[src/acc_pkg.sv]
// Package: register map, field layout and types for conversion control
package acc_pkg;

	// ==========================================================
	// Register offsets (byte addresses)
	localparam logic [7:0] OFF_STATUS_CONTROL  = 8'h00;
	localparam logic [7:0] OFF_TRIGGER_COMPARE = 8'h04;
	localparam logic [7:0] OFF_RESULT_LOW      = 8'h08;
	localparam logic [7:0] OFF_RESULT_HIGH     = 8'h0c;
	localparam logic [7:0] OFF_COMPARE_VALUE   = 8'h10;
	localparam logic [7:0] OFF_IRQ_STATUS      = 8'h14;
	localparam logic [7:0] OFF_IRQ_MASK        = 8'h18;

	// ==========================================================
	// Field positions
	localparam int BIT_DONE_FLAG    = 7;
	localparam int BIT_DONE_IRQ_EN  = 6;
	localparam int BIT_CONTINUOUS   = 5;
	localparam int BIT_ACTIVE       = 7;
	localparam int BIT_TRIGGER_SEL  = 6;
	localparam int BIT_COMPARE_EN   = 5;
	localparam int BIT_COMPARE_GE   = 4;
	localparam int IRQ_BIT_DONE     = 0;
	localparam int IRQ_BIT_ABORT    = 1;

	// ==========================================================
	// Channel codes and reset values
	localparam logic [4:0] CH_LAST_INPUT = 5'h1b;
	localparam logic [4:0] CH_RESERVED   = 5'h1c;
	localparam logic [4:0] CH_REF_HIGH   = 5'h1d;
	localparam logic [4:0] CH_REF_LOW    = 5'h1e;
	localparam logic [4:0] CH_DISABLED   = 5'h1f;
	localparam logic [4:0] RST_CHANNEL   = 5'h1f;
	localparam logic [1:0] RST_IRQ_MASK  = 2'h0;

	// ==========================================================
	// Timing
	localparam int CONV_TIME_NS  = 100;
	localparam int CLK_PERIOD_NS = 4;
	localparam int CONV_CYCLES   = (CONV_TIME_NS + CLK_PERIOD_NS - 1) / CLK_PERIOD_NS;

	// ==========================================================
	// Types
	typedef struct packed {
		logic       doneIrqEnable;
		logic       continuousConvert;
		logic [4:0] inputChannelSelect;
	} acc_ctrl_t;

	typedef struct packed {
		logic        triggerSelect;
		logic        compareEnable;
		logic        compareGreaterEqual;
		logic [11:0] compareValue;
	} acc_cfg_t;

	typedef struct packed {
		logic       muxEnable;
		logic [4:0] muxCode;
		logic       refHigh;
		logic       refLow;
		logic       converterOn;
	} acc_mux_t;

	typedef enum logic [2:0] {
		ST_IDLE = 3'b001,
		ST_CONV = 3'b010,
		ST_WAIT = 3'b100
	} acc_state_t;

endpackage
[src/acc_channel_decode.sv]
// Channel select decoder: maps the select code onto mux and reference controls
`timescale 1ns/10ps
module acc_channel_decode (
	input  wire logic [4:0]       channel,
	input  wire logic             active,
	output acc_pkg::acc_mux_t     mux
);

	// ==========================================================
	// Decode
	always_comb begin
		mux = '0;
		mux.muxCode = channel;
		if (active && channel <= acc_pkg::CH_LAST_INPUT) begin
			mux.muxEnable = 1'b1;
		end
		if (active && channel == acc_pkg::CH_REF_HIGH) begin
			mux.refHigh = 1'b1;
		end
		if (active && channel == acc_pkg::CH_REF_LOW) begin
			mux.refLow = 1'b1;
		end
		// Reserved code powers the converter but connects nothing
		mux.converterOn = active && channel != acc_pkg::CH_DISABLED;
	end

endmodule

[src/acc_conversion_control.sv]
// Conversion control for a successive-approximation converter, APB slave
// Functional notes
// Select one of up to 28 analog inputs via channel select field.
// Any control write aborts conversion and starts anew unless channel is all ones. With trigger select set, the code only arms the wait state.
// Compare off: done flag bit 7 sets on every completion.
// Compare on: done flag sets only when compare condition is true.
// Done flag clears on control write or low result byte read.
// Done flag set with irq enable bit 6 high raises interrupt.
// Continuous off: one conversion per write or per hardware trigger.
// Continuous on, software trigger: back-to-back conversions after a write.
// Continuous on, hardware trigger: continuous conversions start on trigger event.
// Codes 0-27 inputs, 28 reserved, 29 high ref, 30 low ref.
// All-ones channel code turns converter off and isolates input.
// Stopping via all-ones code performs no extra conversion.
// Single mode returns to low power after each completion.
// Trigger select bit chooses software or hardware start.
// Active status bit set on start, cleared on completion or abort.
// Compare enable bit turns compare on or off.
// Compare true when less than, or greater-equal if direction bit set.
// Interrupt stays high while done flag and irq enable are set.
//
// Implementation choices: the register addresses and register access over APB.
`timescale 1ns/10ps
module acc_conversion_control #(
	parameter int CONV_CYCLES = acc_pkg::CONV_CYCLES
) (
	input  wire logic             clock,
	input  wire logic             rst,
	input  wire logic             clockEnable,
	input  wire logic             psel,
	input  wire logic             penable,
	input  wire logic             pwrite,
	input  wire logic [7:0]       paddr,
	input  wire logic [31:0]      pwdata,
	output logic      [31:0]      prdata,
	output logic                  pready,
	output logic                  pslverr,
	input  wire logic             hwTriggerInput,
	input  wire logic [11:0]      sampleResult,
	output acc_pkg::acc_mux_t     mux,
	output logic                  conversionIrq,
	output logic                  irq
);

	// ==========================================================
	// Trigger synchroniser and edge detect
	logic trigMeta_q;
	logic trigSync_q;
	logic trigPrev_q;
	logic trigEvent;

	always_ff @(posedge clock or posedge rst) begin
		if (rst) begin
			trigMeta_q <= 1'b0;
			trigSync_q <= 1'b0;
			trigPrev_q <= 1'b0;
		end else if (clockEnable) begin
			trigMeta_q <= hwTriggerInput;
			trigSync_q <= trigMeta_q;
			trigPrev_q <= trigSync_q;
		end
	end

	assign trigEvent = trigSync_q && !trigPrev_q;

	// ==========================================================
	// Bus decode
	logic access;
	logic wrCtrl;
	logic wrCfg;
	logic wrCmp;
	logic wrIrqSt;
	logic wrIrqMask;
	logic rdResLow;
	logic mapped;

	assign pready    = 1'b1;
	assign access    = psel && penable && clockEnable;
	assign mapped    = paddr inside {acc_pkg::OFF_STATUS_CONTROL, acc_pkg::OFF_TRIGGER_COMPARE,
		acc_pkg::OFF_RESULT_LOW, acc_pkg::OFF_RESULT_HIGH, acc_pkg::OFF_COMPARE_VALUE,
		acc_pkg::OFF_IRQ_STATUS, acc_pkg::OFF_IRQ_MASK};
	assign pslverr   = psel && penable && !mapped;
	assign wrCtrl    = access && pwrite && paddr == acc_pkg::OFF_STATUS_CONTROL;
	assign wrCfg     = access && pwrite && paddr == acc_pkg::OFF_TRIGGER_COMPARE;
	assign wrCmp     = access && pwrite && paddr == acc_pkg::OFF_COMPARE_VALUE;
	assign wrIrqSt   = access && pwrite && paddr == acc_pkg::OFF_IRQ_STATUS;
	assign wrIrqMask = access && pwrite && paddr == acc_pkg::OFF_IRQ_MASK;
	assign rdResLow  = access && !pwrite && paddr == acc_pkg::OFF_RESULT_LOW;

	// ==========================================================
	// Conversion sequencer
	acc_pkg::acc_ctrl_t  ctrl_q, ctrl_d;
	acc_pkg::acc_cfg_t   cfg_q, cfg_d;
	acc_pkg::acc_state_t state_q, state_d;
	logic [15:0]         count_q, count_d;
	logic [11:0]         result_q, result_d;
	logic                done_q, done_d;
	logic                complete;
	logic                cmpTrue;
	logic                startReq;
	logic                abortEvt;

	assign complete = state_q == acc_pkg::ST_CONV && count_q == 16'(CONV_CYCLES - 1);
	// Direction bit picks less-than or greater-or-equal
	assign cmpTrue  = cfg_q.compareGreaterEqual ? (sampleResult >= cfg_q.compareValue)
		: (sampleResult < cfg_q.compareValue);
	assign abortEvt = wrCtrl && state_q == acc_pkg::ST_CONV;

	always_comb begin
		ctrl_d   = ctrl_q;
		cfg_d    = cfg_q;
		state_d  = state_q;
		count_d  = count_q;
		result_d = result_q;
		done_d   = done_q;
		startReq = 1'b0;
		if (wrCfg) begin
			cfg_d.triggerSelect       = pwdata[acc_pkg::BIT_TRIGGER_SEL];
			cfg_d.compareEnable       = pwdata[acc_pkg::BIT_COMPARE_EN];
			cfg_d.compareGreaterEqual = pwdata[acc_pkg::BIT_COMPARE_GE];
		end
		if (wrCmp) begin
			cfg_d.compareValue = pwdata[11:0];
		end
		// Hardware start only from the armed wait state, so software mode ignores the pin
		if (cfg_q.triggerSelect && trigEvent && state_q == acc_pkg::ST_WAIT) begin
			startReq = 1'b1;
		end
		// Result read clears first, so a completion in the same cycle still sets the flag
		if (rdResLow) begin
			done_d = 1'b0;
		end
		unique case (state_q)
			acc_pkg::ST_IDLE: begin
				// Low-power idle: only a control write leaves it
				state_d = acc_pkg::ST_IDLE;
			end
			acc_pkg::ST_CONV: begin
				count_d = count_q + 16'h0001;
				if (complete) begin
					count_d = '0;
					if (!cfg_q.compareEnable || cmpTrue) begin
						done_d   = 1'b1;
						result_d = sampleResult;
					end
					if (ctrl_q.continuousConvert) begin
						state_d = acc_pkg::ST_CONV;
					end else if (cfg_q.triggerSelect) begin
						state_d = acc_pkg::ST_WAIT;
					end else begin
						state_d = acc_pkg::ST_IDLE;
					end
				end
			end
			acc_pkg::ST_WAIT: begin
				// Converter stays powered down until the next trigger event
				if (startReq) begin
					state_d = acc_pkg::ST_CONV;
					count_d = '0;
				end
			end
			default: state_d = acc_pkg::ST_IDLE;
		endcase
		if (wrCtrl) begin
			ctrl_d.doneIrqEnable      = pwdata[acc_pkg::BIT_DONE_IRQ_EN];
			ctrl_d.continuousConvert  = pwdata[acc_pkg::BIT_CONTINUOUS];
			ctrl_d.inputChannelSelect = pwdata[4:0];
			done_d  = 1'b0;
			count_d = '0;
			if (pwdata[4:0] == acc_pkg::CH_DISABLED) begin
				state_d = acc_pkg::ST_IDLE;
			end else if (cfg_q.triggerSelect) begin
				state_d = acc_pkg::ST_WAIT;
			end else begin
				state_d = acc_pkg::ST_CONV;
			end
		end
	end

	always_ff @(posedge clock or posedge rst) begin
		if (rst) begin
			ctrl_q   <= '{doneIrqEnable: 1'b0, continuousConvert: 1'b0,
				inputChannelSelect: acc_pkg::RST_CHANNEL};
			cfg_q    <= '0;
			state_q  <= acc_pkg::ST_IDLE;
			count_q  <= '0;
			result_q <= '0;
			done_q   <= 1'b0;
		end else if (clockEnable) begin
			ctrl_q   <= ctrl_d;
			cfg_q    <= cfg_d;
			state_q  <= state_d;
			count_q  <= count_d;
			result_q <= result_d;
			done_q   <= done_d;
		end
	end

	// ==========================================================
	// Sticky interrupt status
	logic [1:0] irqSt_q, irqSt_d;
	logic [1:0] irqMask_q, irqMask_d;
	logic [1:0] irqEvt;

	assign irqEvt = {abortEvt, complete && (!cfg_q.compareEnable || cmpTrue)};

	always_comb begin
		irqMask_d = wrIrqMask ? pwdata[1:0] : irqMask_q;
		// Set wins over a write-one clear in the same cycle
		irqSt_d   = (irqSt_q & ~(wrIrqSt ? pwdata[1:0] : 2'h0)) | irqEvt;
	end

	always_ff @(posedge clock or posedge rst) begin
		if (rst) begin
			irqSt_q   <= '0;
			irqMask_q <= acc_pkg::RST_IRQ_MASK;
		end else if (clockEnable) begin
			irqSt_q   <= irqSt_d;
			irqMask_q <= irqMask_d;
		end
	end

	assign irq           = |(irqSt_q & irqMask_q);
	assign conversionIrq = done_q && ctrl_q.doneIrqEnable;

	// ==========================================================
	// Read data
	logic [31:0] rdData_d;

	always_comb begin
		rdData_d = '0;
		unique case (paddr)
			acc_pkg::OFF_STATUS_CONTROL:  rdData_d[7:0]  = {done_q, ctrl_q};
			// Waiting for a trigger is not a conversion in progress
			acc_pkg::OFF_TRIGGER_COMPARE: rdData_d[7:0]  = {state_q == acc_pkg::ST_CONV,
				cfg_q.triggerSelect, cfg_q.compareEnable, cfg_q.compareGreaterEqual, 4'h0};
			acc_pkg::OFF_RESULT_LOW:      rdData_d[7:0]  = result_q[7:0];
			acc_pkg::OFF_RESULT_HIGH:     rdData_d[3:0]  = result_q[11:8];
			acc_pkg::OFF_COMPARE_VALUE:   rdData_d[11:0] = cfg_q.compareValue;
			acc_pkg::OFF_IRQ_STATUS:      rdData_d[1:0]  = irqSt_q;
			acc_pkg::OFF_IRQ_MASK:        rdData_d[1:0]  = irqMask_q;
			default:                      rdData_d       = '0;
		endcase
	end

	// Loaded in the setup cycle so the access phase needs no wait state
	always_ff @(posedge clock or posedge rst) begin
		if (rst) begin
			prdata <= '0;
		end else if (clockEnable && psel && !penable && !pwrite) begin
			prdata <= rdData_d;
		end
	end

	// ==========================================================
	// Channel mux
	acc_channel_decode u_decode (
		.channel (ctrl_q.inputChannelSelect),
		.active  (state_q == acc_pkg::ST_CONV),
		.mux     (mux)
	);
endmodule

[config.mk]
export PLATFORM = sky130hd
export DESIGN_NAME = acc_conversion_control
export DESIGN_NICKNAME = d
export VERILOG_FILES = /design/src/acc_pkg.sv /design/src/acc_channel_decode.sv /design/src/acc_conversion_control.sv
export SDC_FILE = /design/constraint.sdc
export NUM_CORES = 1
export LEC_CHECK = 0
export ABC_AREA = 1
export BUFFER_PORTS_ARGS = -buffer_cell sky130_fd_sc_hd__buf_2
export CAP_MARGIN = 0
export CELL_PAD_IN_SITES_DETAIL_PLACEMENT = 1
export CELL_PAD_IN_SITES_GLOBAL_PLACEMENT = 1
export CORE_AREA = 2 2 134 103
export CTS_CLUSTER_SIZE = 8
export DETAILED_ROUTE_END_ITERATION = 6
export DIE_AREA = 0 0 136 105
export PLACE_DENSITY = 0.77
export SLEW_MARGIN = 15
export SYNTH_ARGS = -nofsm -noshare
export SYNTH_HDL_FRONTEND = slang
export SYNTH_HIERARCHICAL = 1
export SYNTH_SLANG_ARGS = --single-unit
[constraint.sdc]
create_clock -name clock -period 1.9 [get_ports clock]
set_input_delay 0 -clock clock [delete_from_list [all_inputs] [get_ports clock]]
set_output_delay 0 -clock clock [all_outputs]
set_load 0.1 [all_outputs]
# ---- Word level (Yosys, flattened, before mapping)
# Index checks and enable logic that the tools add are counted.
dict set report totals {
  register_bits 73
  latch_bits 0
  mem_bits_rw 0
  mem_bits_ro 0
  input_bits 59
  out_inout_bits 45
  mem_count 0
}
dict set report op_classes {
  n_addsub 1
  n_mul 0
  n_div 0
  magnitude_cmp 3
  n_eq_ne 15
  shift 0
  muxes 27
  n_bitwise 4
  reduce_logical 42
}
# cell n
set op_table {}
lappend op_table {{$mux W16} 3}
lappend op_table {{$pmux W16 S2} 1}
lappend op_table {{$logic_and A1 B1 Y1} 25}
lappend op_table {{$eq A8 B5 Y1 const B} 3}
lappend op_table {{$mux W3} 7}
lappend op_table {{$add A16 B1 Y16 const B} 1}
lappend op_table {{$eq A16 B5 Y1 const B} 1}
lappend op_table {{$eq A8 B4 Y1 const B} 2}
lappend op_table {{$pmux W4 S4} 1}
lappend op_table {{$eq A5 B5 Y1 const B} 3}
lappend op_table {{$ge A12 B12 Y1} 1}
lappend op_table {{$lt A12 B12 Y1} 1}
lappend op_table {{$pmux W2 S6} 1}
lappend op_table {{$mux W1} 10}
lappend op_table {{$eq A8 B3 Y1 const B} 1}
lappend op_table {{$logic_not A8 Y1} 1}
lappend op_table {{$pmux W2 S4} 1}
lappend op_table {{$reduce_and A2 Y1} 4}
lappend op_table {{$reduce_bool A7 Y1} 1}
lappend op_table {{$ne A3 B3 Y1 const B} 2}
lappend op_table {{$pmux W3 S2} 1}
lappend op_table {{$reduce_and A3 Y1} 2}
lappend op_table {{$le A5 B5 Y1 const B} 1}
lappend op_table {{$logic_not A1 Y1} 5}
lappend op_table {{12 further kinds} 13}

# ---- Longest topological paths before layout
# Gate-level depths: netlist of run 1.
dict set report depth {
  word_depth 9
  mapped_depth 16
}

# ---- By module
# The synthesis of run 1 kept the hierarchy.
# mod n_inst cells_per_inst area_each_um2 seq_area_each_um2
set modules_own_cells {}
lappend modules_own_cells {acc_conversion_control 1 570 4388.0 1834.3}
lappend modules_own_cells {acc_channel_decode 1 17 86.3 0.0}

# ---- Least setup slack after synthesis of run 1
# Ideal clock, no wire load.
dict set report synth_path {
  path_type {in2out}
  startpoint {input paddr[0]}
  endpoint {output pslverr}
  arrival_ns 2.718
  path_slack_ns -0.818
  cell_stages 7
  n_path_buf 1
  cell_sequence {inv_1 > nand2_2 > nor3_4 > nand2_1 > clkbuf_1 > nand3_1 > nor3_1}
}
dict set report synth_between {
  elab_chain_cells 4
  word_cells_on_any_way 10
  cone_classes {eq/ne (6); reduce/logical (4)}
}
# item line
set synth_lines {}
lappend synth_lines {{start, declared} acc_conversion_control.sv:33} ;# input wire logic [7:0] paddr,
lappend synth_lines {{$eq A8 B3 Y1, or another cell as far along} acc_conversion_control.sv:79} ;# assign mapped = paddr inside {acc_pkg::OFF_STATUS_CONTROL, acc_pkg::OFF_TRIGGER_COMPARE,
lappend synth_lines {{$reduce_bool A7 Y1 (*)} acc_conversion_control.sv:79}
lappend synth_lines {{$logic_not A1 Y1 (*)} acc_conversion_control.sv:82} ;# assign pslverr = psel && penable && !mapped;
lappend synth_lines {{$logic_and A1 B1 Y1 (*)} acc_conversion_control.sv:82}
lappend synth_lines {{end, declared} acc_conversion_control.sv:37} ;# output logic pslverr,
# Mark *: on every way between the ends. The rest lies on a longest branch, timed or not.

# ---- Worst setup path in the final report of run 1
dict set report layout_path {
  startpoint {register cfg_q[1] (netlist bit)}
  endpoint {register result_q[9]}
}
dict set report layout_between {
  elab_chain_cells 4
  word_cells_on_any_way 5
  cone_classes {order compare (2); mux (1); reduce/logical (2)}
}
# item line
set layout_lines {}
lappend layout_lines {{start, declared} acc_conversion_control.sv:93} ;# acc_pkg::acc_cfg_t cfg_q, cfg_d;
lappend layout_lines {{start signal, assigned} acc_conversion_control.sv:191} ;# cfg_q <= cfg_d;
lappend layout_lines {{$lt A12 B12 Y1 / $ge A12 B12 Y1 (equally long branches)} {acc_conversion_control.sv:106, acc_conversion_control.sv:105}}
lappend layout_lines {{$mux W1 (*)} acc_conversion_control.sv:105} ;# assign cmpTrue = cfg_q.compareGreaterEqual ? (sampleResult >= cfg_q.compareValue)
lappend layout_lines {{$logic_or A1 B1 Y1 (*)} acc_conversion_control.sv:142} ;# if (!cfg_q.compareEnable || cmpTrue) begin
lappend layout_lines {{$reduce_and A4 Y1 (no source line) (*)} --}
lappend layout_lines {{end signal, assigned} acc_conversion_control.sv:194} ;# result_q <= result_d;
lappend layout_lines {{end, declared} acc_conversion_control.sv:96} ;# logic [11:0] result_q, result_d;
# Marks and branches as above.
# A chain may end at the register's enable or synchronous reset.

==> results of run 1 <==
area by class of cell:
cell class | count | share of cell area [%]
inverter | 84 | 5.457
clock inverter | 7 | 1.058
multi-input combinational | 407 | 39.30
sequential | 73 | 31.01
timing repair buffer | 123 | 15.76
clock buffer | 9 | 3.807
tap | 171 | 3.617
state kept, by name (all words and copies together), names as in the netlist:
register    cells
prdata         12
trigPrev_q      1
irqSt_q         2
result_q       12
cfg_q          15
state_q         3
trigSync_q      1
irqMask_q       2
ctrl_q          7
count_q        16
done_q          1
trigMeta_q      1
layer usage:
layer / wire length, um / vias up / track usage, % / share of wire (%)
met2: 7771 / 152 / 33.70 / 49
li1: - / 2092 / - / -
met3: 964 / 35 / 4.464 / 6.1
met4: 423 / 0 / 6.250 / 2.7
met1: 6633 / 2211 / 28.10 / 42
met5: 0 / - / 0 / 0
metrics by stage:
step | worst slack, ns | total power, mW
after floorplan | 0.02329 | 2.440
after global placement | 0.06178 | 2.660
after detailed placement | -0.05644 | 2.703
after CTS | 0.00006462 | 4.425
after global routing | -0.1539 | 4.639
final | -0.03574 | 4.435
cell usage after synthesis (3+ instances only):
cell | number | area (um^2)
a21oi_1 | 10 | 50.05
buf_2 | 4 | 20.02
buf_4 | 27 | 202.7
clkbuf_1 | 8 | 30.03
dfrtp_1 | 67 | 1677
dfstp_2 | 6 | 157.7
ha_1 | 14 | 175.2
inv_1 | 80 | 300.3
nand2_1 | 161 | 604.3
nand3_1 | 28 | 140.1
nand4_1 | 25 | 156.4
nor2_1 | 27 | 101.4
nor3_1 | 20 | 100.1
nor3_4 | 3 | 48.80
nor4_1 | 4 | 25.02
o2111ai_1 | 3 | 26.28
o21ai_0 | 41 | 205.2
o21ai_1 | 9 | 45.04
o22ai_1 | 5 | 31.28
o31ai_1 | 5 | 37.54
xor2_1 | 13 | 113.9
path summary, 6_finish.rpt:
path / start / end / depth (start not counted)
setup / recovery: cfg_q[1]$_DFFE_PP0P_ / result_q[9]$_DFFE_PP0P_ / 15
hold / removal: pwrite / done_q$_DFFE_PP0P_ / 5
setup reg to reg: cfg_q[1]$_DFFE_PP0P_ / result_q[9]$_DFFE_PP0P_ / 15
hold reg to reg: prdata[2]$_DFFE_PP0P_ / prdata[2]$_DFFE_PP0P_ / 2
max in group asynchronous: rst / ctrl_q[0]$_DFFE_PP1P_ / 4
min in group asynchronous: rst / irqMask_q[1]$_DFFE_PP0P_ / 4
cells by family (layout without fill, tap and decap cells):
family,after synthesis,count (layout),synth area share [%]
AND/OR/NAND/NOR,278,278,28.50
buffers and inverters,126,223,13.42
AO/OA/AOI/OAI,81,81,10.46
flip-flops,73,73,41.00
adder cells (fa/ha/maj),14,14,3.915
XOR/XNOR,13,13,2.545
other,2,21,0.1678
worst max-delay path: stages, from the launching register on:
cell and delay [ns]:
dfrtp_1 0.38, inv_1 0.09, ha_4 0.27, nand2_1 0.05, nand2_1 0.08, nand2_1 0.09, nand2_2 0.10, nand2_2 0.07
nand4_1 0.08, nand2_1 0.07, inv_2 0.07, nand2_4 0.07, buf_6 0.13, buf_6 0.13, nand4_1 0.09, nand2_1 0.06
placed cells by master, fill, tap and decap left out, types with 4 or more instances in the layout:
master and n:
o21ai_1 10, buf_4 27, dfstp_2 6, inv_2 12
ha_4 10, a21oi_1 9, o21ai_0 40, nor2_1 22
nand4_1 25, inv_1 69, conb_1 21, o22ai_1 5
dlygate4sd3_1 28, buf_12 6, nand2_2 9, xor2_1 13
nand3_1 28, o31ai_1 5, ha_1 4, clkbuf_16 9
buf_2 59, nor4_1 4, dfrtp_1 67, nand2_4 5
nor3_1 18, nand2_1 151
power by group through the flow:
| stage | clock [mW] | sequential, mW | combinational (mW) |
|---|---|---|---|
| floorplan | 0 | 1.82 | 0.618 |
| detailed placement | 0 | 1.79 | 0.908 |
| finish | 1.67 | 1.77 | 0.993 |
| global placement | 0 | 1.79 | 0.869 |
| global route | 1.76 | 1.79 | 1.09 |
| CTS | 1.70 | 1.77 | 0.957 |
repair_timing:
item,CTS,global route
setup endpoints to repair,15,20
cloned,1,0
endpoints found under the hold margin,100,0
gates resized for setup,5,40
hold buffers,28,0
pin swaps,1,12
buffers inserted,0,9
==> impl_metrics.tcl, run 1 <==
set metrics [dict create \
    p_switching_mw 1.527 \
    synthFlopType "dfrtp_1" \
    dpl.hpwl_um 10490 \
    worst-path-max-fanout 5 \
    placed_area_um2 5055 \
    cts_buffers 9 \
    avgViaCountPerCell 5.137 \
    max_cap_violations 0 \
    grt_pass1_vias 4559 \
    gp_congestion 0.9116 \
    fmax_ghz 0.5166 \
    criticalPathCategory "flip-flop to flip-flop" \
    crit_arrival_ns 2.17 \
    first_pass_iters 4 \
    finalCritPeriodShare_pct 101.9 \
    overflow 0 \
    pwr-share-clk_pct 37.7 \
    start_kind "flip-flop" \
    p_leak_nw 2.963 \
    port_buffers 62 \
    wire_per_inst_um 18.07 \
    ys_types 40 \
    yosysSeqAreaShare_pct 41.00 \
    cp.required_ns 2.14 \
    fin_ws_ns -0.03574 \
    fin_skew_ns 0.008129 \
    hold_viol_final 0 \
    syn_inst 587 \
    die-width_um 136 \
    pin_count 104 \
    cts_root_buf "clkbuf_16" \
    grt_pass1_wl_um 23430 \
    cts_tree "yes" \
    multi_input_area_um2 2325 \
    grt_setup_unrepaired "yes" \
    initial_core_util_pct 34.73 \
    pwr-share-comb_pct 22.4 \
    regArea_um2 1834 \
    clock_latency_ns 0.35 \
    dp_cells 820 \
    p_int_mw 2.908 \
    violations "setup timing" \
    via_count 4490 \
    core_um2 12880 \
    fp.dieArea_um2 14280 \
    final_max_slew_viol_count 0 \
    antenna_left 0 \
    clk_pin_slew_ns 0.06 \
    fin_hold_ws_ns 0.1169 \
    synth_edf_count 0 \
    relSlewSlack_pct 61.87 \
    syn2layout_area_growth_pct 32.21 \
    cts_sinks 73 \
    ir_drop_v 0.0004300 \
    fin_util_pct 45.92 \
    setup_viol 8 \
    async_flop_share_pct 100.0 \
    tightestPinTransition_ns 0.5668 \
    synth_warnings 6 \
    p_per_area_nw_per_um2 749.7 \
    n_antenna_cell 0 \
    grt_max_degree 74 \
    seq_power_share_pct 39.9 \
    synth-seq-cells 73 \
    min_path_type "input port to flip-flop" \
    status "finished with violations" \
    finalNonFillerCells 874 \
    end_kind "flip-flop" \
    first_iter_violations 288 \
    htreeDepth 3 \
    fp.dieH_um 105 \
    layout-drive-gt1-share_pct 24.61 \
    fin_crit_ns 1.936 \
    final_area_um2 5916 \
    antenna_found_initial 0 \
    r2r_setup_slack_ns -0.04 \
    nets 771 \
    fillers 1562 \
    switching_share_pct 34.43 \
    row_count 36 \
    grt_usage_pct 20.92 \
    routed_wl_um 15790 \
    setup_tns_ns -0.1573 \
    syn_area_per_cell_um2 7.622 \
    clockBufferDepth 2 \
    syn_area_um2 4474 \
    drc 0 \
]
No activity file was read; power rests on OpenSTA's default activity.
==> run 2, diff against run 1 <==
==> constraint.sdc (replaced) <==
create_clock -name clock -period 1.9 [get_ports clock]
set_input_delay 0.38 -clock clock [delete_from_list [all_inputs] [get_ports clock]]
set_output_delay 0.38 -clock clock [all_outputs]
set_load 0.005 [all_outputs]
==> run 2 against run 1 <==
Compared with the run above:
- the flow now finishes without violations
- combinational power shrank 28%
- hold slack gained 0.010 ns
- routed wire length shrank 9.9%
- register-to-register slack improved by 0.04 ns
- die area unchanged
- cell count down 2.1%
- critical path depth down 6
- total power is 4.4% lower
- sequential power about the same
- critical endpoint is now result_q[10]$_DFFE_PP0P_
- largest cell class unchanged
==> impl_metrics.tcl, run 2 (synthesized netlist as in run 1, its figures left out) <==
set metrics [dict create \
    status "complete, no violations" \
    ir_drop_v 0.0004270 \
    die-width_um 136 \
    crit_slowest_cell "dfrtp_1" \
    use_met3_pct 4.755 \
    fp.dieH_um 105 \
    htreeDepth 3 \
    fin_skew_ns 0.005119 \
    grt_max_degree 74 \
    n_antenna_cell 0 \
    port_buffers 62 \
    fmax_ghz 0.5266 \
    criticalPathCategory "flip-flop to flip-flop" \
    grt_usage_pct 20.27 \
    clk_pin_slew_ns 0.06 \
    largest_register "count_q" \
    cts_buffers 9 \
    first_iter_violations 198 \
    p_leak_nw 2.884 \
    syn2layout_area_growth_pct 25.20 \
    core_um2 12880 \
    fillers 1643 \
    routed_wl_um 14220 \
    mostFrequentLayoutCell "nand2_1" \
    start_kind "flip-flop" \
    grt_pass1_wl_um 22710 \
    layout_common_cells "nand2_1 (155), inv_1 (71), dfrtp_1 (67)" \
    path_cells "inv_1, ha_2, nand3_1, nor2_2, nand4_2, nor2_2, buf_4, nand4_1, nand2_1" \
    antenna_found_initial 0 \
    use_met1_pct 27.09 \
    grt_util_met2_pct 33.38 \
    avgViaCountPerCell 5.067 \
    cp.required_ns 2.18 \
    max_stage_delay_ns 0.40 \
    grt_pass1_vias 4464 \
    end_kind "flip-flop" \
    fin_util_pct 43.48 \
    power_mw 4.239 \
    min_path_type "input port to asynchronous set/reset pin" \
    hold_buffers 0 \
    drc 0 \
    clockBufferDepth 2 \
    reg2reg_to "result_q[10]$_DFFE_PP0P_" \
    worst-path-max-fanout 12 \
    reg_top3 "count_q x16, cfg_q x15" \
    r2r_cells 9 \
    cts_tree "yes" \
    initial_core_util_pct 34.73 \
    max_cap_violations 0 \
    antenna_left 0 \
    pin_count 104 \
    crit_path_frequent_cell "nor2_2" \
    first_pass_iters 4 \
    crit_arrival_ns 2.18 \
    via_count 4337 \
    layout-drive-gt1-share_pct 25.11 \
    hold_viol_final 0 \
    gp_congestion 0.9299 \
    cts_root_buf "clkbuf_16" \
    nets 753 \
    cts_sinks 73 \
    largest_reg_flops 16 \
    setup_tns_ns 0 \
    finalCritPeriodShare_pct 99.94 \
    row_count 36 \
    clock_latency_ns 0.34 \
    r2r_start "count_q[1]$_DFFE_PP0P_" \
    dpl.hpwl_um 10700 \
    grt_setup_unrepaired "yes" \
    final_max_slew_viol_count 0 \
    overflow 0 \
    setup_viol 0 \
    r2r_setup_slack_ns 0.001 \
    grt-busiest-layer "met2" \
    p_per_area_nw_per_um2 756.7 \
    wire_per_inst_um 16.62 \
    fp.dieArea_um2 14280 \
    fin_crit_ns 1.899 \
]
-- run 2: report_power, final --
part	total (mW)	leakage (nW)	switching, mW	internal [mW]
sequential	1.77	0.943	0.108	1.67
combinational	0.716	1.80	0.417	0.300
clock	1.75	0.145	0.697	1.05
total	4.24	2.88	1.22	3.02
-- run 2: what timing repair did --
action,in CTS,in global routing
setup buffers,4,0
gates resized for setup,7,34
cloned,0,0
endpoints found under the setup margin,18,25
pin swaps,2,18
-- run 2: metal layers --
metal	share of wire, %	vias up
met5	0	-
met4	1.1	0
met3	4.4	14
met2	48	91
met1	47	2175
li1	-	2057
-- run 2: per-stage QoR --
step	instance area [um^2]	hold slack, ns	setup slack (ns)	instances
after detailed placement	5099	0.4625	-0.2414	836
after global routing	5602	0.1669	-0.1114	856
after global placement	5099	0.4545	-0.09875	836
after CTS	5464	0.1603	0.0002720	856
after floorplan	4549	0.4419	0.1256	606
final	5602	0.1273	0.001122	856
-- run 2: area by class of cell --
cell class                      count  area (um^2)  share of cell area, %
Clock buffer                       11        242.7                  4.333
Clock inverter                      5        56.30                  1.005
Inverter                           84        326.6                  5.830
Multi-Input combinational cell    407         2247                  40.12
Sequential cell                    73         1834                  32.75
Tap cell                          171        214.0                  3.820
Timing Repair Buffer              105        680.7                  12.15
-- run 2: worst max-delay path, delay by kind of cell, from the launching register on --
family                   cells  cell delay (ns)
AND/OR/NAND/NOR              6             0.90
flip-flops                   1             0.40
buffers and inverters        2             0.34
adder cells (fa/ha/maj)      1             0.19
-- run 2: worst max-delay path by stage --
| stage | cells past startpoint | start | end |
|---|---|---|---|
| finish | 9 | count_q[1]$_DFFE_PP0P_ | result_q[10]$_DFFE_PP0P_ |
| global route | 14 | cfg_q[5]$_DFFE_PP0P_ | result_q[1]$_DFFE_PP0P_ |
| CTS | 15 | cfg_q[11]$_DFFE_PP0P_ | result_q[5]$_DFFE_PP0P_ |
| detailed placement | 13 | sampleResult[11] | irqSt_q[0]$_DFFE_PP0P_ |
| global placement | 16 | sampleResult[11] | done_q$_DFFE_PP0P_ |
| floorplan | 10 | sampleResult[11] | result_q[0]$_DFFE_PP0P_ |
